$ cat src/adc_port_pkg.sv
/*
  Shared constants for the converter serial port: frame widths, status-pin
  role codes, reset values and conversion timing.
  Assumes a single 100 MHz system clock.
*/
package adc_port_pkg;

  localparam int          CLOCK_MHZ         = 100;
  localparam int          RESULT_BITS       = 12;
  localparam int          READ_CLOCKS       = 13;
  localparam int          WRITE_BITS        = 16;
  localparam int          CONVERT_MAX_NS    = 600;
  // longest time rounds down to whole cycles
  localparam int          CONVERT_CYCLES    = (CONVERT_MAX_NS * CLOCK_MHZ) / 1000;
  localparam int          SAR_DIVIDE        = 4;
  localparam int          SAR_STEPS         = RESULT_BITS + 1;

  // status pin role field, bits [5:4] of the written word
  localparam int          ROLE_LSB          = 4;
  localparam logic [1:0]  ROLE_ALERT        = 2'h0;
  localparam logic [1:0]  ROLE_BUSY         = 2'h1;
  localparam logic [1:0]  ROLE_GPO          = 2'h2;
  localparam int          GENERAL_OUTPUT_ZERO_BIT          = 0;
  localparam int          GENERAL_OUTPUT_ONE_BIT          = 1;
  localparam int          LIMIT_LSB         = 0;

  // command codes in the top nibble of a write word
  localparam logic [3:0]  CMD_CONFIG        = 4'h1;
  localparam logic [3:0]  CMD_LIMIT_LOW     = 4'h2;
  localparam logic [3:0]  CMD_LIMIT_HIGH    = 4'h3;

  localparam logic [11:0] CONFIG_RESET      = 12'h000;
  localparam logic [11:0] LIMIT_LOW_RESET   = 12'h000;
  localparam logic [11:0] LIMIT_HIGH_RESET  = 12'hFFF;

endpackage

$ cat src/adc_sar_engine.sv
/*
  Successive-approximation sequencer driven by an internal step enable.
  Assumes a comparator decision input sampled on the same clock.
*/
`timescale 1ns/1ps
module adc_sar_engine
  import adc_port_pkg::*;
#(
  parameter int BITS = RESULT_BITS
)
(
  // clock and reset
  input  wire logic            clock,
  input  wire logic            rst,
  // control
  input  wire logic            step_en,
  input  wire logic            start,
  input  wire logic            compare_high,
  // result
  output logic                 busy,
  output logic                 done,
  output logic [BITS-1:0]      trial,
  output logic [BITS-1:0]      result
);

  logic [BITS-1:0] trial_q, trial_d, mask_q, mask_d, result_q, result_d;
  logic            busy_q, busy_d, done_q, done_d;

  // one trial bit resolved per step, msb first
  always_comb
  begin
    trial_d  = trial_q;
    mask_d   = mask_q;
    result_d = result_q;
    busy_d   = busy_q;
    done_d   = 1'b0;
    if (start)
    begin
      busy_d  = 1'b1;
      mask_d  = {1'b1, {(BITS-1){1'b0}}};
      trial_d = {1'b1, {(BITS-1){1'b0}}};
    end
    else if (busy_q && step_en)
    begin
      if (!compare_high)
        trial_d = trial_q & ~mask_q;
      mask_d = mask_q >> 1;
      trial_d = trial_d | (mask_q >> 1);
      if (mask_q[0])
      begin
        busy_d   = 1'b0;
        done_d   = 1'b1;
        result_d = compare_high ? trial_q : (trial_q & ~mask_q);
      end
    end
  end

  always_ff @(posedge clock)
  begin
    if (rst)
    begin
      trial_q  <= '0;
      mask_q   <= '0;
      result_q <= '0;
      busy_q   <= 1'b0;
      done_q   <= 1'b0;
    end
    else
    begin
      trial_q  <= trial_d;
      mask_q   <= mask_d;
      result_q <= result_d;
      busy_q   <= busy_d;
      done_q   <= done_d;
    end
  end

  assign busy   = busy_q;
  assign done   = done_q;
  assign trial  = trial_q;
  assign result = result_q;

endmodule

$ cat src/adc_serial_conversion_port.sv
/*
  Pin-level control of a 12-bit SAR converter: convert-start edge detect,
  internal conversion clock, framed serial port, status pin and outputs.
  Assumes start and serial input pins are asynchronous to clock, compare_high synchronous; sclk is slow enough to sample.
*/
// How it works
// - port acts only while chip select is held low by host
// - each result word sits inside one chip select low period
// - input bits captured on sclk falling edges, msb first
// - result bits shifted out on sclk falling edges
// - result sent msb first
// - convert start reacts to edges only, never levels
// - falling convert start edge holds sample and begins conversion
// - status pin role chosen by configuration field
// - alert role asserts when result leaves programmed limits
// - busy role asserts while conversion runs
// - gpo role drives software level; second gpo pin exists
// - result ready within 600 ns of start edge
// - sar steps from internal divider, independent of sclk
`timescale 1ns/1ps
module adc_serial_conversion_port
  import adc_port_pkg::*;
(
  // clock and reset
  input  wire logic                   clock,
  input  wire logic                   rst,
  // serial port pins
  input  wire logic                   chip_select_n,
  input  wire logic                   sclk,
  input  wire logic                   sdi,
  output logic                        sdo,
  output logic                        sdo_oe,
  // conversion
  input  wire logic                   conversion_start_n,
  input  wire logic                   compare_high,
  output logic                        track_hold,
  output logic [RESULT_BITS-1:0]      dac_trial,
  // status and general outputs
  output logic                        shared_status_pin,
  output logic                        general_output_one
);

  // two-stage synchronisers, first stage read only by the second
  logic [3:0] meta_q, sync_q, prev_q;
  always_ff @(posedge clock)
  begin
    if (rst)
    begin
      // idle levels: start high, select high, sclk low, sdi high; no false edge
      meta_q <= 4'hD;
      sync_q <= 4'hD;
      prev_q <= 4'hD;
    end
    else
    begin
      meta_q <= {conversion_start_n, chip_select_n, sclk, sdi};
      sync_q <= meta_q;
      prev_q <= sync_q;
    end
  end

  logic cs_low, sclk_fall, start_fall, sdi_s;
  // edges from synchronised copies; sclk is host-made, never driven here
  assign cs_low     = !sync_q[2];
  assign sclk_fall  = cs_low && prev_q[1] && !sync_q[1];
  assign start_fall = prev_q[3] && !sync_q[3];
  assign sdi_s      = sync_q[0];

  logic                   sar_busy, sar_done, start_ok;
  logic [RESULT_BITS-1:0] sar_result;
  // a start edge during a running conversion is dropped
  assign start_ok = start_fall && !sar_busy;

  // internal conversion clock enable, free of sclk; restarted by each
  // accepted start, since the comparator answers a clock after a new trial
  logic [1:0] div_q, div_d;
  logic       step_en;
  always_comb
  begin
    div_d   = (div_q == 2'(SAR_DIVIDE - 1)) ? 2'h0 : div_q + 2'h1;
    if (start_ok)
      div_d = 2'h0;
    step_en = (div_q == 2'(SAR_DIVIDE - 1));
  end
  always_ff @(posedge clock)
  begin
    if (rst)
      div_q <= 2'h0;
    else
      div_q <= div_d;
  end

  // 12 steps * 4 cycles + 3 sync cycles = 510 ns, inside the 600 ns budget
  adc_sar_engine #(
    .BITS         (RESULT_BITS)
  ) sar (
    .clock        (clock),
    .rst          (rst),
    .step_en      (step_en),
    .start        (start_ok),
    .compare_high (compare_high),
    .busy         (sar_busy),
    .done         (sar_done),
    .trial        (dac_trial),
    .result       (sar_result)
  );

  // serial shifter and config registers
  logic [WRITE_BITS-1:0]  in_q, in_d, out_q, out_d;
  logic [4:0]             cnt_q, cnt_d;
  logic [11:0]            cfg_q, cfg_d, lo_q, lo_d, hi_q, hi_d;
  logic                   sdo_q, sdo_d, oe_q, oe_d, alert_q, alert_d;
  logic [WRITE_BITS-1:0]  word;

  always_comb
  begin
    in_d    = in_q;
    out_d   = out_q;
    cnt_d   = cnt_q;
    cfg_d   = cfg_q;
    lo_d    = lo_q;
    hi_d    = hi_q;
    sdo_d   = sdo_q;
    oe_d    = cs_low;
    alert_d = alert_q;
    word    = {in_q[WRITE_BITS-2:0], sdi_s};
    if (!cs_low)
    begin
      // frame closed: reload result for next frame, msb on the pin
      cnt_d = 5'h0;
      out_d = {sar_result, 4'h0};
      sdo_d = sar_result[RESULT_BITS-1];
    end
    else if (sclk_fall)
    begin
      in_d  = word;
      cnt_d = cnt_q + 5'h1;
      out_d = {out_q[WRITE_BITS-2:0], 1'b0};
      sdo_d = out_q[WRITE_BITS-2];
      if (cnt_q == 5'(WRITE_BITS - 1))
      begin
        case (word[15:12])
          CMD_CONFIG:     cfg_d = word[11:0];
          CMD_LIMIT_LOW:  lo_d  = word[11:0];
          CMD_LIMIT_HIGH: hi_d  = word[11:0];
          default:        cfg_d = cfg_q;
        endcase
      end
    end
    // alert holds until the next in-limit result; new out-of-limit wins
    if (sar_done)
      alert_d = (sar_result < lo_q) || (sar_result > hi_q);
  end

  always_ff @(posedge clock)
  begin
    if (rst)
    begin
      in_q    <= '0;
      out_q   <= '0;
      cnt_q   <= 5'h0;
      cfg_q   <= CONFIG_RESET;
      lo_q    <= LIMIT_LOW_RESET;
      hi_q    <= LIMIT_HIGH_RESET;
      sdo_q   <= 1'b0;
      oe_q    <= 1'b0;
      alert_q <= 1'b0;
    end
    else
    begin
      in_q    <= in_d;
      out_q   <= out_d;
      cnt_q   <= cnt_d;
      cfg_q   <= cfg_d;
      lo_q    <= lo_d;
      hi_q    <= hi_d;
      sdo_q   <= sdo_d;
      oe_q    <= oe_d;
      alert_q <= alert_d;
    end
  end

  // status pin role select, registered for a clean pin
  logic status_q, status_d, general_output_one_q;
  always_comb
  begin
    case (cfg_q[ROLE_LSB +: 2])
      ROLE_ALERT: status_d = alert_q;
      ROLE_BUSY:  status_d = sar_busy;
      ROLE_GPO:   status_d = cfg_q[GENERAL_OUTPUT_ZERO_BIT];
      default:    status_d = 1'b0;
    endcase
  end
  always_ff @(posedge clock)
  begin
    if (rst)
    begin
      status_q <= 1'b0;
      general_output_one_q   <= 1'b0;
    end
    else
    begin
      status_q <= status_d;
      general_output_one_q   <= cfg_q[GENERAL_OUTPUT_ONE_BIT];
    end
  end

  assign sdo                = sdo_q & oe_q;
  assign sdo_oe             = oe_q;
  assign track_hold         = sar_busy;
  assign shared_status_pin  = status_q;
  assign general_output_one = general_output_one_q;

endmodule

$ cat config.mk
export PLATFORM = sky130hd
export DESIGN_NAME = adc_serial_conversion_port
export DESIGN_NICKNAME = d
export VERILOG_FILES = /design/src/adc_port_pkg.sv /design/src/adc_sar_engine.sv /design/src/adc_serial_conversion_port.sv
export SDC_FILE = /design/constraint.sdc
export NUM_CORES = 1
export LEC_CHECK = 0
export BUFFER_PORTS_ARGS = -buffer_cell sky130_fd_sc_hd__buf_2
export CAP_MARGIN = 25
export CORE_ASPECT_RATIO = 0.9
export CORE_MARGIN = 3
export CORE_UTILIZATION = 40
export DETAILED_ROUTE_END_ITERATION = 8
export SLEW_MARGIN = 40
export SYNTH_ARGS = -nofsm -noshare
export SYNTH_HDL_FRONTEND = slang
export SYNTH_SLANG_ARGS = --single-unit
$ cat constraint.sdc
create_clock -name clock -period 4.5 [get_ports clock]
set_input_delay 0.225 -clock clock [delete_from_list [all_inputs] [get_ports clock]]
set_output_delay 0.225 -clock clock [all_outputs]
set_load 0.1 [all_outputs]
==> out/summary.txt, run 1 <==
share of layout cells above drive strength 1 = 12.5%
GR Overflow Total = 0
initial antenna violation count = 0
Worst EP arrival = 3.09 ns
fraction of power consumed by combinational cells = 2.0%
worst skew pair latency = 0.41 ns
CTS tree = yes
Mean Syn Cell Area = 8.57 um2
first-pass GRT wire length = 17500 um
largest net degree at the start of global routing = 54
number of port buffers = 23
crit share post-route = 62.7%
Top Usage Layer GRT = met2
Setup-failing EPs final = 0
critical path class = reg -> reg
Worst Hold Class = in -> reg
Sw Share = 18.9%
Worst Hold Endpoint = meta_q[1]
Die X = 120 um
Hold Slack = 0.0377 ns
hold path start = sclk
clk sink count = 114
Routed Antenna Nets = 0
placer congestion estimate = 0.756
DR vias = 3655
distinct cell type count after synthesis = 40
Max Cap Violations = 0
worst r2r src = sync_q[2]
crit path cell chain = buf_4 -> or3b_1 -> nor4b_4 -> nand3b_1 -> mux2i_1 -> nor2_1
Post-Syn Area = 0.00469 mm2
routed vias/inst = 5.01
die area = 0.0131 mm2
sequential fraction of the synthesis area = 48.7%
RSZ-0062 raised after global routing = no
CTS clock-pin slew for the worst setup and hold paths = 0.05 ns
nets = 598
most frequent cells in the layout = dfxtp_1 (114), nand2_1 (108), a21oi_1 (70)
Worst path slowest cell = or3b_1
VDD IR max = 0.000248 V
Layout area overhead = 19.9%
Syn. warnings = 0
core area = 0.0111 mm2
Pint = 2110 uW
Setup TNS Final = 0 ns
Slew HR = 46.3%
Boundary Pins = 24
per-cell routed wire length = 14.2 um
clock buffer depth = 2
Sw Pwr = 492 uW
synthesized instance count = 547
Root Buffer = clkbuf_16
startpoint types = flop
die height = 109 um
Fin Clk Skew = 0.00629 ns
FF-to-FF path depth = 6
Row Count = 36
vias in the first global route = 3588
Clk pwr share = 58.7%
FMAX = 354 MHz
top fanout value on the critical path = 31
GR Layer Usage met1 = 22.6%
crit end category = flop
DRC viols = 0
Power Density = 463 mW/mm2
total CTS buffers = 17
WP data required = 4.77 ns
overall routed net length = 10300 um
Pre-antenna DRT Iters = 4
hpwl dp = 6960 um
Min-Delay Path Depth = 2
M3 GR Usage = 6.07%
Max stage delay on crit path = 0.68 ns
RR Endpoint = lo_q[9]
Flop pwr share = 39.3%
Final Max Tran Viols = 0
reg-to-reg slack, setup = 1.68 ns
status = finished, final reports clean
met2 usage = 26.8%
most common cell after layout, fill and taps aside = dfxtp_1
Tmin final = 2.82 ns
H-tree levels = 4
ANT cells = 0
Starting Density = 42.1%
Pleak = 0.00227 uW
Net Count, Synth = 580
Slew @ Worst Pin = 0.802 ns
final hold vios = 0
flops & latches, synth = 114
GRT Overall Usage = 17.2%
DRT iter0 DRCs = 290
-- layout make-up --
cell class / count / area, um2
inverter: 36 / 135
clock buffer: 21 / 470
tap: 152 / 190
fill: 1058 / 5510
clock inverter: 11 / 205
multi-input combinational: 368 / 2170
sequential: 114 / 2280
timing repair buffer: 28 / 160
-- through the flow --
stage	total power [uW]	cell area, um2	cells	util, %	worst slack [ns]
6_report	2600	5620	730	50.5	1.68
3_5_place_dp	1090	4900	695	44.1	1.68
3_3_place_gp	1090	4890	695	44.0	1.79
4_1_cts	2630	5610	730	50.4	1.66
2_1_floorplan	1080	4690	547	-	2.43
5_1_grt	2680	5620	730	50.5	1.50
-- cell usage after synthesis, drive strengths merged --
cell / number / area share (%)
ha: 26 / 6.9
and2: 2 / 0.27
o31ai: 1 / 0.16
buf: 6 / 0.59
nor3b: 2 / 0.32
o211ai: 3 / 0.48
or3b: 1 / 0.19
a211o: 12 / 2.2
nand3b: 2 / 0.32
o22a: 1 / 0.19
a2111oi: 2 / 0.37
nor2b: 8 / 1.1
a21oi: 71 / 7.6
mux2i: 17 / 3.6
nand2b: 13 / 1.7
o21ai: 3 / 0.32
nor4: 2 / 0.27
nor2: 52 / 4.2
a41oi: 1 / 0.19
a211oi: 1 / 0.16
a21o: 1 / 0.16
nor3: 4 / 0.43
dfxtp: 114 / 49
nand4: 5 / 0.67
a31oi: 1 / 0.13
o221a: 1 / 0.24
or2: 8 / 1.1
clkbuf: 23 / 1.8
nand2: 108 / 8.6
or3: 1 / 0.13
o21a: 1 / 0.16
xor2: 2 / 0.37
and3: 1 / 0.13
nand3: 2 / 0.21
xnor2: 1 / 0.19
a32o: 11 / 2.3
inv: 36 / 2.9
nor4b: 1 / 0.51
-- how the worst max path moves through the flow --
stage	to	slack [ns]	cells after the start	from
final	lo_q[9]	1.68	6	sync_q[2]
after global routing	lo_q[9]	1.50	6	sync_q[2]
after CTS	hi_q[7]	1.66	5	sync_q[2]
after detailed placement	hi_q[9]	1.68	5	sync_q[2]
after global placement	hi_q[0]	1.79	5	sync_q[2]
after floorplan	sar.trial[11]	2.43	6	sar.busy
-- power groups by stage --
stage	registers, uW	clock network [uW]	logic (uW)
floorplan	1050	0	30.8
finish	1020	1530	51.5
global placement	1040	0	48.2
CTS	1020	1550	51.7
detailed placement	1040	0	49.7
global route	1020	1600	57.6
-- metal layers --
metal  wire [um]  share of wire, %
met5           0                 0
met4         146               1.4
met3         551               5.3
met2        4570                44
met1        5080                49
-- logic make-up after synthesis --
logic type	count (synthesis)	share of synthesized area, %
AOI/OAI and AO/OA	110	14.7
DFF	114	48.7
xor gates and xnor gates	3	0.561
buffers and inverters	65	5.31
and+or+nand+nor	212	20.1
muxes	17	3.63
adders and majority gates	26	6.94
-- registers in the layout (all words and copies together), names as in the netlist, 2 cells and up --
name,cells
prev_q,2
sar.trial,12
cfg_q,4
cnt_q,5
out_q,11
hi_q,12
sar.result,12
in_q,15
meta_q,4
sar.mask_q,12
lo_q,12
div_q,2
sync_q,4
-- critical path, delay by kind of cell, from the launching register on --
kind | cells | cell delay [ns]
simple gates | 4 | 1.78
flops | 1 | 0.29
mux | 1 | 0.39
buf+inv | 1 | 0.22
-- timing repair --
action | CTS | global route
buffers inserted | 0 | 0
endpoints found under the hold margin | 3 | 0
resized for setup | 0 | 0
hold buffers | 3 | 0
No activity file was read; power rests on OpenSTA's default activity.
==> run 2, diff against run 1 <==
==> constraint.sdc (replaced) <==
create_clock -name clock -period 2.4 [get_ports clock]
set_input_delay 0.12 -clock clock [delete_from_list [all_inputs] [get_ports clock]]
set_output_delay 0.12 -clock clock [all_outputs]
set_load 0.1 [all_outputs]
==> out/summary.txt, run 2 (synthesis gave the netlist of run 1 again) <==
status = finished, final reports clean
die area = 0.0131 mm2
Slew HR = 61.5%
first-pass GRT wire length = 17200 um
Pre-antenna DRT Iters = 5
DRT iter0 DRCs = 355
Sw Pwr = 924 uW
routed vias/inst = 4.96
Worst path slowest cell = dfxtp_1
overall routed net length = 10200 um
crit end category = flop
Boundary Pins = 24
critical path class = reg -> reg
Final Worst Setup Slack = 0.455 ns
Most flops, register = in_q
clock buffer depth = 2
Final Max Tran Viols = 0
WP data required = 2.66 ns
Worst EP arrival = 2.21 ns
Tmin final = 1.95 ns
Die X = 120 um
core area = 0.0111 mm2
crit path cell chain = ha_1 -> and3_1 -> ha_1 -> nor4b_4 -> nand3b_1 -> mux2i_1 -> nor2_1
vias in the first global route = 3595
ANT cells = 0
die height = 109 um
CTS clock-pin slew for the worst setup and hold paths = 0.05 ns
initial antenna violation count = 0
met2 usage = 27.1%
number of port buffers = 23
Clk pwr share = 56.5%
Flop pwr share = 41.3%
RSZ-0062 raised after global routing = no
Root Buffer = clkbuf_16
worst skew pair latency = 0.41 ns
final standard cell area without fillers = 0.00564 mm2
total CTS buffers = 17
nets = 609
most common cell after layout, fill and taps aside = dfxtp_1
Resized cells post-CTS = 0
CTS tree = yes
Setup TNS Final = 0 ns
clk sink count = 114
Top Usage Layer GRT = met2
Fin Clk Skew = 0.00810 ns
Pleak = 0.00229 uW
Setup-failing EPs final = 0
GRT Overall Usage = 16.8%
per-cell routed wire length = 13.7 um
largest net degree at the start of global routing = 51
final hold vios = 0
Layout area overhead = 20.4%
VDD IR max = 0.000488 V
Row Count = 36
pre-CTS setup slack = 0.495 ns
max reg flops = 15
M3 GR Usage = 3.63%
Sw Share = 19.9%
Max stage delay on crit path = 0.38 ns
share of layout cells above drive strength 1 = 12.6%
DR vias = 3679
DP Area = 0.00498 mm2
placer congestion estimate = 0.773
family with the most delay on the worst path = simple AND/OR/NAND/NOR gates
Starting Density = 42.1%
H-tree levels = 4
DRC viols = 0
Routed Antenna Nets = 0
crit-path most repeated cell = ha_1
FMAX = 514 MHz
GR Overflow Total = 0
startpoint types = flop
Power Density = 824 mW/mm2
most frequent cells in the layout = dfxtp_1 (114), nand2_1 (108), a21oi_1 (71)
Bufs and invs on worst path = 0
Pint = 3730 uW
Worst Hold Class = in -> reg
hpwl dp = 6680 um
fraction of power consumed by combinational cells = 2.2%
top fanout value on the critical path = 4
crit share post-route = 81.1%
Slew @ Worst Pin = 0.577 ns
GR Layer Usage met1 = 21.7%
Max Cap Violations = 0
## run 2: cell count changes in the layout (fill, tap and decap cells not counted), sizes merged
cell         before  now
buf              25   35
bufinv            6    4
clkbuf           21   22
clkinvlp          0    1
dlygate4sd3       3    4
## run 2: path summary, 6_finish.rpt
check / slack [ns] / end / cells after the start / from
min reg2reg: 0.41 / sync_q[0] / 1 / meta_q[0]
min: 0.11 / sar.result[0] / 3 / compare_high
max reg2reg: 0.45 / cfg_q[0] / 7 / cnt_q[0]
max: 0.45 / cfg_q[0] / 7 / cnt_q[0]
## run 2: tightest hold or removal path, stage by stage
cell	delay, ns
buf_2	0.17
nand4_1	0.12
a21oi_1	0.06
## run 2: per-layer routing
metal | vias up | routed length (um)
li1 | 1904 | -
met1 | 1710 | 4940
met2 | 54 | 4690
met3 | 11 | 412
met4 | 0 | 133
met5 | - | 0
## run 2: through the flow
step / power, uW / std cells / util, % / hold slack [ns]
after floorplan: 2030 / 547 / - / 0.224
after global placement: 2050 / 705 / 44.8 / 0.303
after detailed placement: 2060 / 705 / 44.8 / 0.305
after CTS: 4700 / 741 / 50.7 / 0.0990
after global routing: 4800 / 741 / 50.7 / 0.138
final: 4650 / 741 / 50.7 / 0.114
## run 2: layout make-up
type                    count  area, um2
multi-input cells         368       2160
clock buffers              22        464
inverters                  36        135
fillers                  1076       5480
well taps                 152        190
repair buffers             39        258
flip-flops and latches    114       2280
clock inverters            10        156
## run 2: what timing repair did
item,CTS,global route
hold buffers,4,0
endpoints found under the hold margin,4,0
setup buffers,0,0
## run 2: power by group through the flow
stage | Combinational [uW] | Clock (uW) | Sequential (uW)
floorplan | 57.7 | 0 | 1970
global placement | 97.3 | 0 | 1960
detailed placement | 99.4 | 0 | 1960
CTS | 104 | 2670 | 1920
global route | 113 | 2760 | 1920
finish | 103 | 2630 | 1920
==> run 3, diff against run 2 <==
--- a/config.mk
+++ b/config.mk
@@ -5,6 +5,7 @@
 export SDC_FILE = /design/constraint.sdc
 export NUM_CORES = 1
 export LEC_CHECK = 0
+export ABC_AREA = 1
 export BUFFER_PORTS_ARGS = -buffer_cell sky130_fd_sc_hd__buf_2
 export CAP_MARGIN = 25
 export CORE_ASPECT_RATIO = 0.9
==> constraint.sdc (replaced) <==
create_clock -name clock -period 1.74 [get_ports clock]
set_input_delay 0.087 -clock clock [delete_from_list [all_inputs] [get_ports clock]]
set_output_delay 0.087 -clock clock [all_outputs]
set_load 0.1 [all_outputs]
==> out/summary.txt, run 3 <==
max reg flops = 15
Pint = 4900 uW
Die X = 122 um
critical path class = reg -> reg
Final Worst Setup Slack = 0.0947 ns
Most flops, register = in_q
Pleak = 0.00261 uW
Root Buffer = clkbuf_16
worst skew pair latency = 0.41 ns
number of port buffers = 23
Filler Cell Count = 1103
H-tree levels = 4
most frequent cells in the layout = nand2_1 (132), dfxtp_1 (111), inv_1 (106)
FMAX = 608 MHz
status = finished, final reports clean
routed vias/inst = 4.79
DRC viols = 0
hpwl dp = 7160 um
pre-CTS setup slack = 0.0680 ns
die area = 0.0134 mm2
ANT cells = 0
die height = 110 um
Fin Clk Skew = 0.0107 ns
Post-synth top flop = dfxtp_1
largest net degree at the start of global routing = 38
Sw Pwr = 1390 uW
clk sink count = 114
Max Cap Violations = 0
VDD IR max = 0.000702 V
per-cell routed wire length = 12.8 um
nets = 699
Routed Antenna Nets = 0
flops & latches, synth = 114
distinct cell type count after synthesis = 28
Row Count = 37
clock buffer depth = 2
final hold vios = 0
Net Count, Synth = 666
placer congestion estimate = 0.761
Setup-failing EPs final = 0
most common cell in the netlist = nand2_1
RSZ-0062 raised after global routing = yes
final core utilization = 49.9%
Flop pwr share = 42.1%
FFs w/ async S/R, synth = 0%
DR vias = 3997
Starting Density = 41.5%
Syn. warnings = 0
GRT Overall Usage = 16.8%
Worst Hold Class = in -> reg
GR Overflow Total = 0
WP data required = 2.08 ns
Worst EP arrival = 1.98 ns
Mean Syn Cell Area = 7.63 um2
top fanout value on the critical path = 13
Pre-antenna DRT Iters = 4
crit share post-route = 94.6%
DRT iter0 DRCs = 243
synthesized instance count = 633
crit end category = flop
Synth area leader = dfxtp_1
Tmin final = 1.65 ns
CTS clock-pin slew for the worst setup and hold paths = 0.06 ns
Post-Syn Area = 0.00483 mm2
most area-consuming cells after synthesis = dfxtp_1 (47%), nand2_1 (10%), inv_1 (8.2%)
Sw Share = 22.1%
fraction of power consumed by combinational cells = 2.8%
Slew HR = 67.1%
Power Density = 1090 mW/mm2
Power Total = 6290 uW
Post-synth EDFFs = 0
Boundary Pins = 24
Slew @ Worst Pin = 0.498 ns
core area = 0.0116 mm2
Final Max Tran Viols = 0
total CTS buffers = 17
Setup TNS Final = 0 ns
sequential fraction of the synthesis area = 47.3%
Clk pwr share = 55.1%
initial antenna violation count = 0
share of layout cells above drive strength 1 = 13.4%
Layout area overhead = 20.2%
most common cell after layout, fill and taps aside = nand2_1
startpoint types = flop
first-pass GRT wire length = 17900 um
vias in the first global route = 3776
overall routed net length = 10600 um
share of the synthesized area in the top cell type = 47.3%
synth cell count leaders = nand2_1 (132), dfxtp_1 (114), inv_1 (106)
CTS tree = yes
Hold Slack = 0.0625 ns
run 3: worst paths after layout:
path	from	endpoint	slack, ns	depth (start not counted)
worst max-delay path	cnt_q[0]	lo_q[6]	0.09	9
worst min-delay path	rst	out_q[4]	0.06	2
worst max register to register	cnt_q[0]	lo_q[6]	0.09	9
worst min register to register	meta_q[1]	sync_q[1]	0.41	2
run 3: critical path: stages, from the launching register on:
cell and delay, ns:
dfxtp_1 0.35, ha_2 0.19, nand2_1 0.08, nor2_2 0.09
ha_2 0.21, nand3_2 0.14, nor2_8 0.15, buf_12 0.13
o21ai_0 0.09, a21oi_1 0.14
run 3: stage by stage:
stage / instances / cell area (um2)
2_1_floorplan: 633 / 4830
3_3_place_gp: 798 / 5140
3_5_place_dp: 798 / 5140
4_1_cts: 834 / 5780
5_1_grt: 835 / 5800
6_report: 835 / 5800
run 3: cell type report:
type                       count  area [um2]  share of cell area [%]
multi-input combinational    383        2010                    34.7
clock buffer                  20         467                    8.04
tap                          156         195                    3.36
inverter                     109         412                    7.10
sequential                   114        2290                    39.4
timing repair buffer          41         298                    5.13
clock inverter                12         130                    2.24
run 3: timing repair:
action | in CTS | in global routing
endpoints found under the setup margin | 0 | 27
gates resized for setup | 0 | 6
endpoints found under the hold margin | 4 | 0
hold buffers | 4 | 0
buffers inserted | 0 | 1
run 3: cell families (layout without fill, tap and decap cells):
logic type	after synthesis	in the layout	synth area share [%]
AO/OA/AOI/OAI	160	160	17.6
adder cells (fa/ha/maj)	26	26	6.74
buffers and inverters	136	182	11.4
flip-flops	114	114	47.3
AND/OR/NAND/NOR	197	197	17.0
run 3: per-layer routing:
| layer | part of all wire [%] | wire [um] | global-route usage, % | up-vias |
|---|---|---|---|---|
| met5 | 0 | 0 | 0 | - |
| met4 | 0.64 | 68 | 6.00 | 0 |
| met3 | 4.3 | 457 | 4.29 | 6 |
| met2 | 46 | 4900 | 26.7 | 74 |
| met1 | 49 | 5220 | 22.3 | 1836 |
| li1 | - | - | - | 2081 |
run 3: power groups by stage:
stage | registers, uW | logic, uW | clock network [uW]
2_1_floorplan | 2740 | 88.0 | 0
3_3_place_gp | 2700 | 166 | 0
3_5_place_dp | 2700 | 167 | 0
4_1_cts | 2650 | 176 | 3520
5_1_grt | 2650 | 193 | 3650
6_report | 2650 | 177 | 3470
